--- src/inc/nps_map.svh ---
// Function
// - boot lock blocks boot reads and fetches
// - locked boot reads and fetches return zero
// - lock written from boot only, reset clears
// - lock applies after first leaving boot
// - app guard refuses later application writes
// - app guard set-only, cleared by reset
// - write fault reflects last operation outcome
// - eeprom busy flag follows eeprom command
// - flash busy flag follows flash command
// - eeprom ready request is level, enable gated
// - enabled ready request asserts on second edge after enable write
// - ready flag cleared by writing one
// - data 0x06, address 0x08, high byte +1
// - address holds last updated memory location
// - command field decodes eight command codes
`ifndef NPS_MAP_SVH
`define NPS_MAP_SVH

`define NPS_OFS_COMMAND 4'h0
`define NPS_OFS_PROT 4'h1
`define NPS_OFS_STATE 4'h2
`define NPS_OFS_IRQ_EN 4'h3
`define NPS_OFS_IRQ_PEND 4'h4
`define NPS_OFS_DATA_LO 4'h6
`define NPS_OFS_DATA_HI 4'h7
`define NPS_OFS_ADDR_LO 4'h8
`define NPS_OFS_ADDR_HI 4'h9

`define NPS_BIT_APP_GUARD 0
`define NPS_BIT_BOOT_LOCK 1
`define NPS_BIT_FLASH_BUSY 0
`define NPS_BIT_EE_BUSY 1
`define NPS_BIT_WR_FAULT 2
`define NPS_BIT_EE_READY 0

`define NPS_RESET_BYTE 8'h00
`define NPS_RESET_WORD 16'h0000

`endif

--- src/inc/nps_pkg.sv ---
package nps_pkg;

  typedef enum logic [2:0] {
    NPS_CMD_NONE = 3'h0,
    NPS_CMD_PAGE_WRITE = 3'h1,
    NPS_CMD_PAGE_ERASE = 3'h2,
    NPS_CMD_ERASE_WRITE = 3'h3,
    NPS_CMD_BUF_CLEAR = 3'h4,
    NPS_CMD_CHIP_ERASE = 3'h5,
    NPS_CMD_EE_ERASE = 3'h6,
    NPS_CMD_FUSE_WRITE = 3'h7
  } nps_cmd_type;

  typedef enum logic [1:0] {
    NPS_LOCK_OPEN = 2'h0,
    NPS_LOCK_ARMED = 2'h1,
    NPS_LOCK_ACTIVE = 2'h2
  } nps_lock_type;

endpackage

--- src/inc/nps_guard_if.sv ---
`timescale 1ns/1ps
`default_nettype none
interface nps_guard_if;
  logic lockActive;
  logic rdBoot;
  logic [7:0] rdDataIn;
  logic [7:0] rdDataOut;
  logic fetchBoot;
  logic [15:0] fetchIn;
  logic [15:0] fetchOut;

  modport owner (
    output lockActive, rdBoot, rdDataIn, fetchBoot, fetchIn,
    input rdDataOut, fetchOut
  );
  modport guard (
    input lockActive, rdBoot, rdDataIn, fetchBoot, fetchIn,
    output rdDataOut, fetchOut
  );
endinterface
`default_nettype wire

--- src/core/nps_regs.sv ---
`timescale 1ns/1ps
`default_nettype none
`include "nps_map.svh"
module nps_regs (
  // clock and reset
  input wire logic clk,
  input wire logic reset,
  // i/o bus
  input wire logic [3:0] ioAddr,
  input wire logic [7:0] ioWrData,
  input wire logic ioWrite,
  input wire logic ioRead,
  output logic [7:0] ioRdData,
  // execution context
  input wire logic execInBoot,
  input wire logic progPortActive,
  // page buffer and target section
  input wire logic pageBufWrite,
  input wire logic pageBufInBoot,
  input wire logic targetIsApp,
  // memory engine
  input wire logic flashBusyIn,
  input wire logic eepromBusyIn,
  input wire logic opDone,
  input wire logic opFailed,
  input wire logic locUpdate,
  input wire logic [15:0] locUpdateAddr,
  output nps_pkg::nps_cmd_type cmdCode,
  output logic cmdStart,
  // memory read and fetch paths
  input wire logic memRdBoot,
  input wire logic [7:0] memRdData,
  input wire logic memFetchBoot,
  input wire logic [15:0] memFetchWord,
  output logic [7:0] gatedRdData,
  output logic [15:0] gatedFetchWord,
  // interrupt
  output logic irqRequest
);
  import nps_pkg::*;

  ////////////////////////////////////////////////////////////////////////
  // state

  nps_lock_type lockState;
  nps_lock_type next_lockState;
  logic appGuard;
  logic flashBusyFlag;
  logic eeBusyFlag;
  logic writeFault;
  logic next_writeFault;
  logic readyIrqEnable;
  logic readyFlag;
  logic next_readyFlag;
  logic [15:0] writeValue;
  logic [15:0] targetLocation;
  logic bufUsed;
  logic bufInBoot;
  logic bufMixed;

  nps_guard_if gif ();

  ////////////////////////////////////////////////////////////////////////
  // write decode

  function automatic logic hitWrite(input logic [3:0] a,
                                    input logic [3:0] ofs,
                                    input logic we);
    hitWrite = we && (a == ofs);
  endfunction

  wire wrCommand = hitWrite(ioAddr, `NPS_OFS_COMMAND, ioWrite);
  wire wrProt = hitWrite(ioAddr, `NPS_OFS_PROT, ioWrite);
  wire wrIrqEn = hitWrite(ioAddr, `NPS_OFS_IRQ_EN, ioWrite);
  wire wrIrqPend = hitWrite(ioAddr, `NPS_OFS_IRQ_PEND, ioWrite);
  wire wrDataLo = hitWrite(ioAddr, `NPS_OFS_DATA_LO, ioWrite);
  wire wrDataHi = hitWrite(ioAddr, `NPS_OFS_DATA_HI, ioWrite);
  wire wrAddrLo = hitWrite(ioAddr, `NPS_OFS_ADDR_LO, ioWrite);
  wire wrAddrHi = hitWrite(ioAddr, `NPS_OFS_ADDR_HI, ioWrite);

  ////////////////////////////////////////////////////////////////////////
  // protection bits

  wire lockWriteOne = wrProt && ioWrData[`NPS_BIT_BOOT_LOCK];
  // a one from outside the boot section is dropped
  wire lockAccepted = lockWriteOne && execInBoot;
  wire guardSet = wrProt && ioWrData[`NPS_BIT_APP_GUARD];

  always_comb begin
    next_lockState = lockState;
    case (lockState)
      NPS_LOCK_OPEN: begin
        if (lockAccepted) begin
          next_lockState = NPS_LOCK_ARMED;
        end
      end
      NPS_LOCK_ARMED: begin
        // waits for the first exit from the boot section
        if (!execInBoot) begin
          next_lockState = NPS_LOCK_ACTIVE;
        end
      end
      NPS_LOCK_ACTIVE: begin
        next_lockState = NPS_LOCK_ACTIVE;
      end
      default: begin
        next_lockState = NPS_LOCK_ACTIVE;
      end
    endcase
  end

  always_ff @(posedge clk) begin
    if (reset) begin
      lockState <= NPS_LOCK_OPEN;
      appGuard <= 1'b0;
    end else begin
      lockState <= next_lockState;
      appGuard <= appGuard | guardSet;
    end
  end

  wire lockBit = (lockState != NPS_LOCK_OPEN);

  ////////////////////////////////////////////////////////////////////////
  // page buffer section tracking

  wire bufDrained = cmdStart &&
                    (cmdCode == NPS_CMD_PAGE_WRITE ||
                     cmdCode == NPS_CMD_ERASE_WRITE ||
                     cmdCode == NPS_CMD_BUF_CLEAR);
  wire bufConflict = pageBufWrite && bufUsed &&
                     (pageBufInBoot != bufInBoot);

  always_ff @(posedge clk) begin
    if (reset || bufDrained) begin
      bufUsed <= 1'b0;
      bufInBoot <= 1'b0;
      bufMixed <= 1'b0;
    end else if (pageBufWrite) begin
      bufUsed <= 1'b1;
      bufInBoot <= bufUsed ? bufInBoot : pageBufInBoot;
      bufMixed <= bufMixed | bufConflict;
    end
  end

  ////////////////////////////////////////////////////////////////////////
  // command issue

  wire [2:0] reqCode = ioWrData[2:0];
  wire reqWritesPage = (reqCode == NPS_CMD_PAGE_WRITE) ||
                       (reqCode == NPS_CMD_ERASE_WRITE);
  wire reqTouchesApp = (reqWritesPage ||
                        reqCode == NPS_CMD_PAGE_ERASE) && targetIsApp;
  wire engineBusy = flashBusyIn || eepromBusyIn;
  wire reqLive = wrCommand && (reqCode != NPS_CMD_NONE) && !engineBusy;
  // fuse writes belong to the programming port alone
  wire fuseByCpu = (reqCode == NPS_CMD_FUSE_WRITE) && !progPortActive;
  wire refuseApp = appGuard && reqTouchesApp;
  wire refuseMix = reqWritesPage && bufMixed;
  wire reqRefused = reqLive && (refuseApp || refuseMix || fuseByCpu);
  wire reqAccepted = reqLive && !reqRefused;

  always_comb begin
    next_writeFault = writeFault;
    if (reqRefused) begin
      next_writeFault = 1'b1;
    end else if (reqAccepted) begin
      next_writeFault = 1'b0;
    end else if (opDone) begin
      next_writeFault = opFailed;
    end
  end

  always_ff @(posedge clk) begin
    if (reset) begin
      cmdStart <= 1'b0;
      cmdCode <= NPS_CMD_NONE;
      writeFault <= 1'b0;
    end else begin
      cmdStart <= reqAccepted;
      cmdCode <= reqAccepted ? nps_cmd_type'(reqCode) : cmdCode;
      writeFault <= next_writeFault;
    end
  end

  ////////////////////////////////////////////////////////////////////////
  // status and eeprom ready

  wire readySet = !eepromBusyIn;
  wire readyClr = wrIrqPend && ioWrData[`NPS_BIT_EE_READY];

  // a ready condition in the clearing cycle keeps the flag set
  assign next_readyFlag = readySet | (readyFlag & ~readyClr);

  always_ff @(posedge clk) begin
    if (reset) begin
      flashBusyFlag <= 1'b0;
      eeBusyFlag <= 1'b0;
      readyIrqEnable <= 1'b0;
      readyFlag <= 1'b0;
      irqRequest <= 1'b0;
    end else begin
      flashBusyFlag <= flashBusyIn;
      eeBusyFlag <= eepromBusyIn;
      if (wrIrqEn) begin
        readyIrqEnable <= ioWrData[`NPS_BIT_EE_READY];
      end
      readyFlag <= next_readyFlag;
      irqRequest <= readyIrqEnable & next_readyFlag;
    end
  end

  ////////////////////////////////////////////////////////////////////////
  // data and address pairs

  always_ff @(posedge clk) begin
    if (reset) begin
      writeValue <= `NPS_RESET_WORD;
      targetLocation <= `NPS_RESET_WORD;
    end else begin
      if (wrDataLo) begin
        writeValue[7:0] <= ioWrData;
      end
      if (wrDataHi) begin
        writeValue[15:8] <= ioWrData;
      end
      if (locUpdate) begin
        targetLocation <= locUpdateAddr;
      end else if (wrAddrLo) begin
        targetLocation[7:0] <= ioWrData;
      end else if (wrAddrHi) begin
        targetLocation[15:8] <= ioWrData;
      end
    end
  end

  ////////////////////////////////////////////////////////////////////////
  // read mux

  wire [7:0] protByte = {6'h00, lockBit, appGuard};
  wire [7:0] stateByte = {5'h00, writeFault, eeBusyFlag, flashBusyFlag};
  wire [7:0] irqEnByte = {7'h00, readyIrqEnable};
  wire [7:0] irqPendByte = {7'h00, readyFlag};
  wire [7:0] readMux =
    (ioAddr == `NPS_OFS_PROT) ? protByte :
    (ioAddr == `NPS_OFS_STATE) ? stateByte :
    (ioAddr == `NPS_OFS_IRQ_EN) ? irqEnByte :
    (ioAddr == `NPS_OFS_IRQ_PEND) ? irqPendByte :
    (ioAddr == `NPS_OFS_DATA_LO) ? writeValue[7:0] :
    (ioAddr == `NPS_OFS_DATA_HI) ? writeValue[15:8] :
    (ioAddr == `NPS_OFS_ADDR_LO) ? targetLocation[7:0] :
    (ioAddr == `NPS_OFS_ADDR_HI) ? targetLocation[15:8] :
    `NPS_RESET_BYTE;

  always_ff @(posedge clk) begin
    if (reset) begin
      ioRdData <= `NPS_RESET_BYTE;
    end else begin
      ioRdData <= ioRead ? readMux : `NPS_RESET_BYTE;
    end
  end

  ////////////////////////////////////////////////////////////////////////
  // boot section gating

  assign gif.lockActive = (lockState == NPS_LOCK_ACTIVE);
  assign gif.rdBoot = memRdBoot;
  assign gif.rdDataIn = memRdData;
  assign gif.fetchBoot = memFetchBoot;
  assign gif.fetchIn = memFetchWord;
  assign gatedRdData = gif.rdDataOut;
  assign gatedFetchWord = gif.fetchOut;

  nps_access_guard u_guard (
    .clk(clk),
    .reset(reset),
    .gd(gif.guard)
  );
endmodule
`default_nettype wire

--- src/core/nps_access_guard.sv ---
`timescale 1ns/1ps
`default_nettype none
module nps_access_guard (
  // clock and reset
  input wire logic clk,
  input wire logic reset,
  // gated memory paths
  nps_guard_if.guard gd
);

  wire blockRead = gd.lockActive && gd.rdBoot;
  wire blockFetch = gd.lockActive && gd.fetchBoot;

  always_ff @(posedge clk) begin
    if (reset) begin
      gd.rdDataOut <= 8'h00;
      gd.fetchOut <= 16'h0000;
    end else begin
      gd.rdDataOut <= blockRead ? 8'h00 : gd.rdDataIn;
      gd.fetchOut <= blockFetch ? 16'h0000 : gd.fetchIn;
    end
  end
endmodule
`default_nettype wire

--- config.mk ---
export PLATFORM = sky130hd
export DESIGN_NAME = nps_regs
export DESIGN_NICKNAME = d
export VERILOG_FILES = /design/src/inc/nps_pkg.sv /design/src/inc/nps_guard_if.sv /design/src/core/nps_regs.sv /design/src/core/nps_access_guard.sv
export VERILOG_INCLUDE_DIRS = /design/src /design/src/inc
export SDC_FILE = /design/constraint.sdc
export NUM_CORES = 1
export LEC_CHECK = 0
export ABC_AREA = 0
export BUFFER_PORTS_ARGS = -buffer_cell sky130_fd_sc_hd__buf_2
export CORE_MARGIN = 2
export CORE_UTILIZATION = 54
export DETAILED_ROUTE_END_ITERATION = 10
export PLACE_DENSITY_LB_ADDON = 0.25
export SLEW_MARGIN = 20
export SYNTH_ARGS = -nofsm -noshare
export SYNTH_HDL_FRONTEND = slang
export SYNTH_HIERARCHICAL = 1
export SYNTH_SLANG_ARGS = --single-unit
--- constraint.sdc ---
create_clock -name clk -period 2.9 [get_ports clk]
set_input_delay 0.58 -clock clk [delete_from_list [all_inputs] [get_ports clk]]
set_output_delay 0.58 -clock clk [all_outputs]
set_load 0.01 [all_outputs]
After elaboration in Yosys (flattened, before gate mapping)
Cells that the tools add are included.
{"block": "word_totals", "romBits": 0, "mem_count": 0, "register_bits": 80, "word_cells": 121, "latchBits": 0, "mem_bits_rw": 0, "input_bits": 68, "output_inout_bits": 37}
{"block": "op_classes", "shift": 0, "addsub": 0, "n_mux": 18, "bitwise": 8, "magnitude_cmp": 0, "n_div": 0, "n_eq_ne": 21, "multipliers": 0, "reduce_logical": 52}
{"op": "$mux W8", "count": 7}
{"op": "$logic_and A1 B1 Y1", "count": 25}
{"op": "$mux W16", "count": 1}
{"op": "$eq A4 B3 Y1 const B", "count": 3}
{"op": "$eq A3 B2 Y1 const B", "count": 3}
{"op": "$mux W3", "count": 3}
{"op": "$eq A4 B2 Y1 const B", "count": 2}
{"op": "$eq A4 B4 Y1 const B", "count": 2}
{"op": "$logic_or A1 B1 Y1", "count": 8}
{"op": "$eq A3 B1 Y1 const B", "count": 2}
{"op": "$eq A3 B3 Y1 const B", "count": 2}
{"op": "$mux W2", "count": 3}
{"op": "$ne A2 B2 Y1 const B", "count": 3}
{"op": "$reduce_and A2 Y1", "count": 3}
{"op": "$reduce_bool A2 Y1", "count": 3}
{"op": "$reduce_bool A3 Y1", "count": 2}
{"op": "$reduce_or A2 Y1", "count": 3}
{"op": "$reduce_or A6 Y1", "count": 1}
{"op": "$eq A4 B1 Y1 const B", "count": 1}
{"op": "$logic_not A1 Y1", "count": 4}
{"op": "$logic_not A4 Y1", "count": 1}
{"op": "$pmux W2 S2", "count": 1}
{"op": "$mux W1", "count": 3}
{"op": "$not A1 Y1", "count": 3}
{"op": "other kinds (7)", "count": 10}

Longest topological paths before layout
{"block": "depth", "depth_word": 12, "ltp_mapped": 7, "depth_no_buf": 4}

Modules after synthesis
Netlist, hierarchy kept.
{"mod": "nps_regs", "cells_per_inst": 289, "instances": 1, "area_per_inst_um2": 2683.8, "seq_area_each_um2": 1121.1}
{"mod": "nps_access_guard", "cells_per_inst": 51, "instances": 1, "area_per_inst_um2": 666.9, "seq_area_each_um2": 480.5}

Least setup slack after synthesis
No wires, ideal clock.
{"block": "synth_path", "kind": "input port to flip-flop", "startpoint": "input port ioAddr[2]", "endpoint": "register cmdCode[0]", "cell_stages": 5, "required_time_ns": 2.839, "setup_time_ns": 0.061, "setup_slack_ns": 1.164, "arrival_time_ns": 1.675, "path_buffers": 1, "cell_sequence": "buf_6 > nor4_4 > nand4_2 > a211oi_4 > o221a_1"}
{"block": "synth_between", "elab_chain_cells": 7}
{"element": "start: declaration", "line_no": "nps_regs.sv:9", "source": "input wire logic [3:0] ioAddr,"}
{"element": "$logic_not A4 Y1 (*)", "line_no": "nps_regs.sv:69", "source": "hitWrite = we && (a == ofs);"}
{"element": "$logic_and A1 B1 Y1 (*)", "line_no": "nps_regs.sv:69"}
{"element": "$logic_and A1 B1 Y1 (*) (2 in series)", "line_no": "nps_regs.sv:155", "source": "wire reqLive = wrCommand && (reqCode != NPS_CMD_NONE) && !engineBusy;"}
{"element": "$logic_and A1 B1 Y1", "line_no": "nps_regs.sv:160", "source": "wire reqRefused = reqLive && (refuseApp || refuseMix || fuseByCpu);"}
{"element": "$logic_not A1 Y1", "line_no": "nps_regs.sv:161", "source": "wire reqAccepted = reqLive && !reqRefused;"}
{"element": "$logic_and A1 B1 Y1 (*)", "line_no": "nps_regs.sv:161"}
{"element": "end signal: assignment", "line_no": "nps_regs.sv:181", "source": "cmdCode <= reqAccepted ? nps_cmd_type'(reqCode) : cmdCode;"}
{"element": "end: declaration", "line_no": "nps_regs.sv:28", "source": "output nps_pkg::nps_cmd_type cmdCode,"}
Mark *: on every way between the ends. The rest lies on a longest branch, timed or not.
A chain may end at the register's enable or synchronous reset.

Worst setup path after layout
{"block": "layout_path", "startpoint": "input port ioAddr[1]", "endpoint": "register writeValue[5]"}
{"block": "layout_between", "elab_chain_cells": 2}
{"element": "$eq A4 B3 Y1", "line_no": "nps_regs.sv:69"}
{"element": "$logic_and A1 B1 Y1", "line_no": "nps_regs.sv:69"}
{"element": "end signal: assignment", "line_no": "nps_regs.sv:218", "source": "writeValue <= `NPS_RESET_WORD;"}
{"element": "end signal: assignment", "line_no": "nps_regs.sv:222", "source": "writeValue[7:0] <= ioWrData;"}
{"element": "end: declaration", "line_no": "nps_regs.sv:55", "source": "logic [15:0] writeValue;"}
No other way between the ends.

==> metrics <==
Yosys top cell by area dfxtp_1; root buffer cell clkbuf_8; Final setup viols 0; register cell area after layout roughly 1600 um2; total global-route track usage between 20% and 30%; initial antenna violation count 0; Post-Synthesis Cell Area 3350 um2; fin. max-slew vios 0; Avg WL per Cell about 15 um; Die Span Y roughly 83 um; Adder-Cell Fraction of Synth Area 0%; # diodes 0; Int Pwr 1.68 mW; postcts setup bufs 0; Synth Area in Simple Gates a little over a fifth; Net Sw Power approximately 570 uW; clock buffer depth 2; Synth Net Count ~400; Post-synth EDFFs 0; layout cells sized above 1 about a third; Syn Area/Cell between 9 and 10 um2; post-CTS sizing 0; RSZ-0062 raised after global routing no; port bufs roughly 100; first-pass GRT wire length about 12 mm; worst min path class in -> reg; status complete, no violations; worst-margin pin slew about 0.9 ns; Clock Sinks 80; combinational power share between 10% and 20%; Sequential Power Share 51.7%; Yosys reg bits 80; Clk pwr share 37.4%; Setup Skew around 0.0076 ns; Starting Density a little under three fifths; Placeable Area roughly 6000 um2; Cell Pwr Density ~550 nW/um2; Cells after DPL 499; via count between 2000 and 3000; final WL 7.98 mm; Leakage around 1.8 nW; hold_sp memFetchWord[7]; Synth Area in Compound Gates between 10% and 20%; RR Endpoint cmdCode[0]; GRT overflow 0; part of the cycle the worst path needs roughly 60%; reg-to-reg startpoint appGuard; max_cap viols 0; via/cell ratio 5.47; crit path kind in -> reg; Hold Vio Cnt, Final 0; fin cells 515; fmax ~580 MHz; Hold Crit Depth 2; multiplexer share of the synthesized area between 8 and 9%; synth unique cells 52; nets 503; global placement routability congestion 0.869; Switching Fraction roughly a quarter; R2R Setup Slk between 1.5 and 2 ns; Tmin final ~1.7 ns; vias in the first global route 2552; # DRC 0; relative slew slack approximately two fifths; DRT iter0 DRCs between 200 and 250; full die area slightly below 7000 um2; Top FF cell, synth dfxtp_1; largest net degree at the start of global routing 28; multi-input combinational cell area between 1500 and 2000 um2; ranking of synthesized cells by area dfxtp_1 48%, mux2i_1 7.2%, and2_1 4.9%; drt pass-1 iters 5; main combinational cell family by area after synthesis simple AND/OR/NAND/NOR gates; peak supply drop around 0.00031 V; Critical Path End Type register; Reg clk slew, reported paths 0.08 ns; Syn-to-layout area delta 21.5%; Crit. Startpoint ioAddr[1]; post-synthesis sequential area ratio 47.8%; critical path peak fanout 14; Post-Syn Instances 340; post-route worst setup slack between 1 and 1.5 ns; WP data arrival roughly 2.0 ns; R2R depth 4; Die W 82.8 um; CTS tree yes; number of fill cells 480; H-tree depth 3; pre-CTS setup slack 0.800 ns; setup TNS 0 ns; ys async rst share 0%; I/O Pins roughly 110; total CTS buffers 9; CP required approximately 3.2 ns; Clock Latency Late Sink around 0.36 ns; Hold Buf Count CTS 0; crit start category primary input; yosys warns 6; top cell type's share of synthesized area between 40 and 50%; ANT nets after route 0; HPWL after DPL around 5.7 mm; num rows 28; Synth Area in XOR/XNOR 0.523%; Hold EP u_guard/gd.fetchOut[7]
-- critical path: stages --
cell and delay (ns):
buf_2 0.27, and3b_2 0.33, and3_1 0.49, mux2i_1 0.26
nor2_1 0.05
-- state kept, by name, indices dropped and copies added (netlist names) --
| register | cells |
|---|---|
| appGuard | 1 |
| bufInBoot | 1 |
| bufMixed | 1 |
| bufUsed | 1 |
| cmdCode | 3 |
| cmdStart | 1 |
| eeBusyFlag | 1 |
| flashBusyFlag | 1 |
| ioRdData | 8 |
| irqRequest | 1 |
| lockState | 2 |
| readyFlag | 1 |
| readyIrqEnable | 1 |
| targetLocation | 16 |
| u_guard/gd.fetchOut | 16 |
| u_guard/gd.rdDataOut | 8 |
| writeFault | 1 |
| writeValue | 16 |
-- worst max path at each step --
stage,cells past startpoint,endpoint,slack [ns]
after floorplan,5,cmdCode[0],1.16
after global placement,5,writeValue[6],0.87
after detailed placement,5,writeValue[5],0.80
after CTS,5,writeValue[5],1.18
after global routing,5,writeValue[1],1.08
final,5,writeValue[5],1.16
-- stage by stage --
stage	util [%]	hold WS (ns)	power, mW	area [um2]
floorplan	-	0.433	1.33	3350
global placement	64.9	0.440	1.42	3860
detailed placement	64.9	0.443	1.43	3860
CTS	68.3	0.410	2.26	4070
global route	68.3	0.401	2.34	4070
finish	68.3	0.416	2.24	4070
-- metal layers --
| metal | global-route usage, % | routed length, um | vias up |
|---|---|---|---|
| li1 | - | - | 1385 |
| met1 | 32.1 | 3530 | 1267 |
| met2 | 36.6 | 3430 | 148 |
| met3 | 7.47 | 818 | 18 |
| met4 | 11.0 | 193 | 0 |
| met5 | 0 | 0 | - |
-- power by group through the flow --
| stage | combinational (mW) | sequential [mW] | clock, mW |
|---|---|---|---|
| CTS | 0.244 | 1.16 | 0.853 |
| finish | 0.245 | 1.16 | 0.838 |
| global placement | 0.238 | 1.19 | 0 |
| floorplan | 0.139 | 1.19 | 0 |
| global route | 0.270 | 1.17 | 0.902 |
| detailed placement | 0.242 | 1.19 | 0 |
-- cells in the mapped netlist (2+ instances only) --
| master | number |
|---|---|
| a22o_2 | 5 |
| nor3b_1 | 2 |
| nand2_1 | 26 |
| dfxtp_1 | 80 |
| a31oi_1 | 3 |
| nor2_1 | 40 |
| a21oi_2 | 2 |
| buf_4 | 2 |
| and2b_1 | 2 |
| a211oi_1 | 9 |
| nand3b_1 | 2 |
| buf_1 | 2 |
| nand4_2 | 2 |
| a222oi_1 | 5 |
| a221oi_1 | 2 |
| buf_6 | 4 |
| o21ai_0 | 6 |
| mux2_2 | 4 |
| and2_1 | 26 |
| nand3_1 | 16 |
| mux2i_1 | 24 |
| and3_1 | 2 |
| buf_2 | 2 |
| inv_1 | 8 |
| nor2b_1 | 5 |
| a21oi_1 | 14 |
| a311oi_2 | 8 |
| clkbuf_1 | 13 |
-- placed cells by master, fill, tap and decap left out, types with 6 or more instances in the layout --
cell type and n:
nand3_1 16, a211oi_1 9, nand2_1 26, o21ai_0 6, nor2_1 40, and2_1 26, mux2i_1 24, dfxtp_1 80
inv_1 8, a311oi_2 8, clkbuf_8 10, buf_2 104, a21oi_1 14
-- logic make-up after synthesis --
logic type                Yosys count
AOI/OAI and AO/OA                  63
DFF                                80
buffers and inverters              32
muxes                              28
and+or+nand+nor                   135
xor gates and xnor gates            2
-- final cells by class --
type	instances	area share, %
Clock buffer	11	3.47
Clock inverter	5	1.60
Inverter	8	0.738
Multi-Input combinational cell	228	39.0
Sequential cell	80	39.3
Tap cell	75	2.31
Timing Repair Buffer	108	13.5
Power figures use the tool's default switching activity.
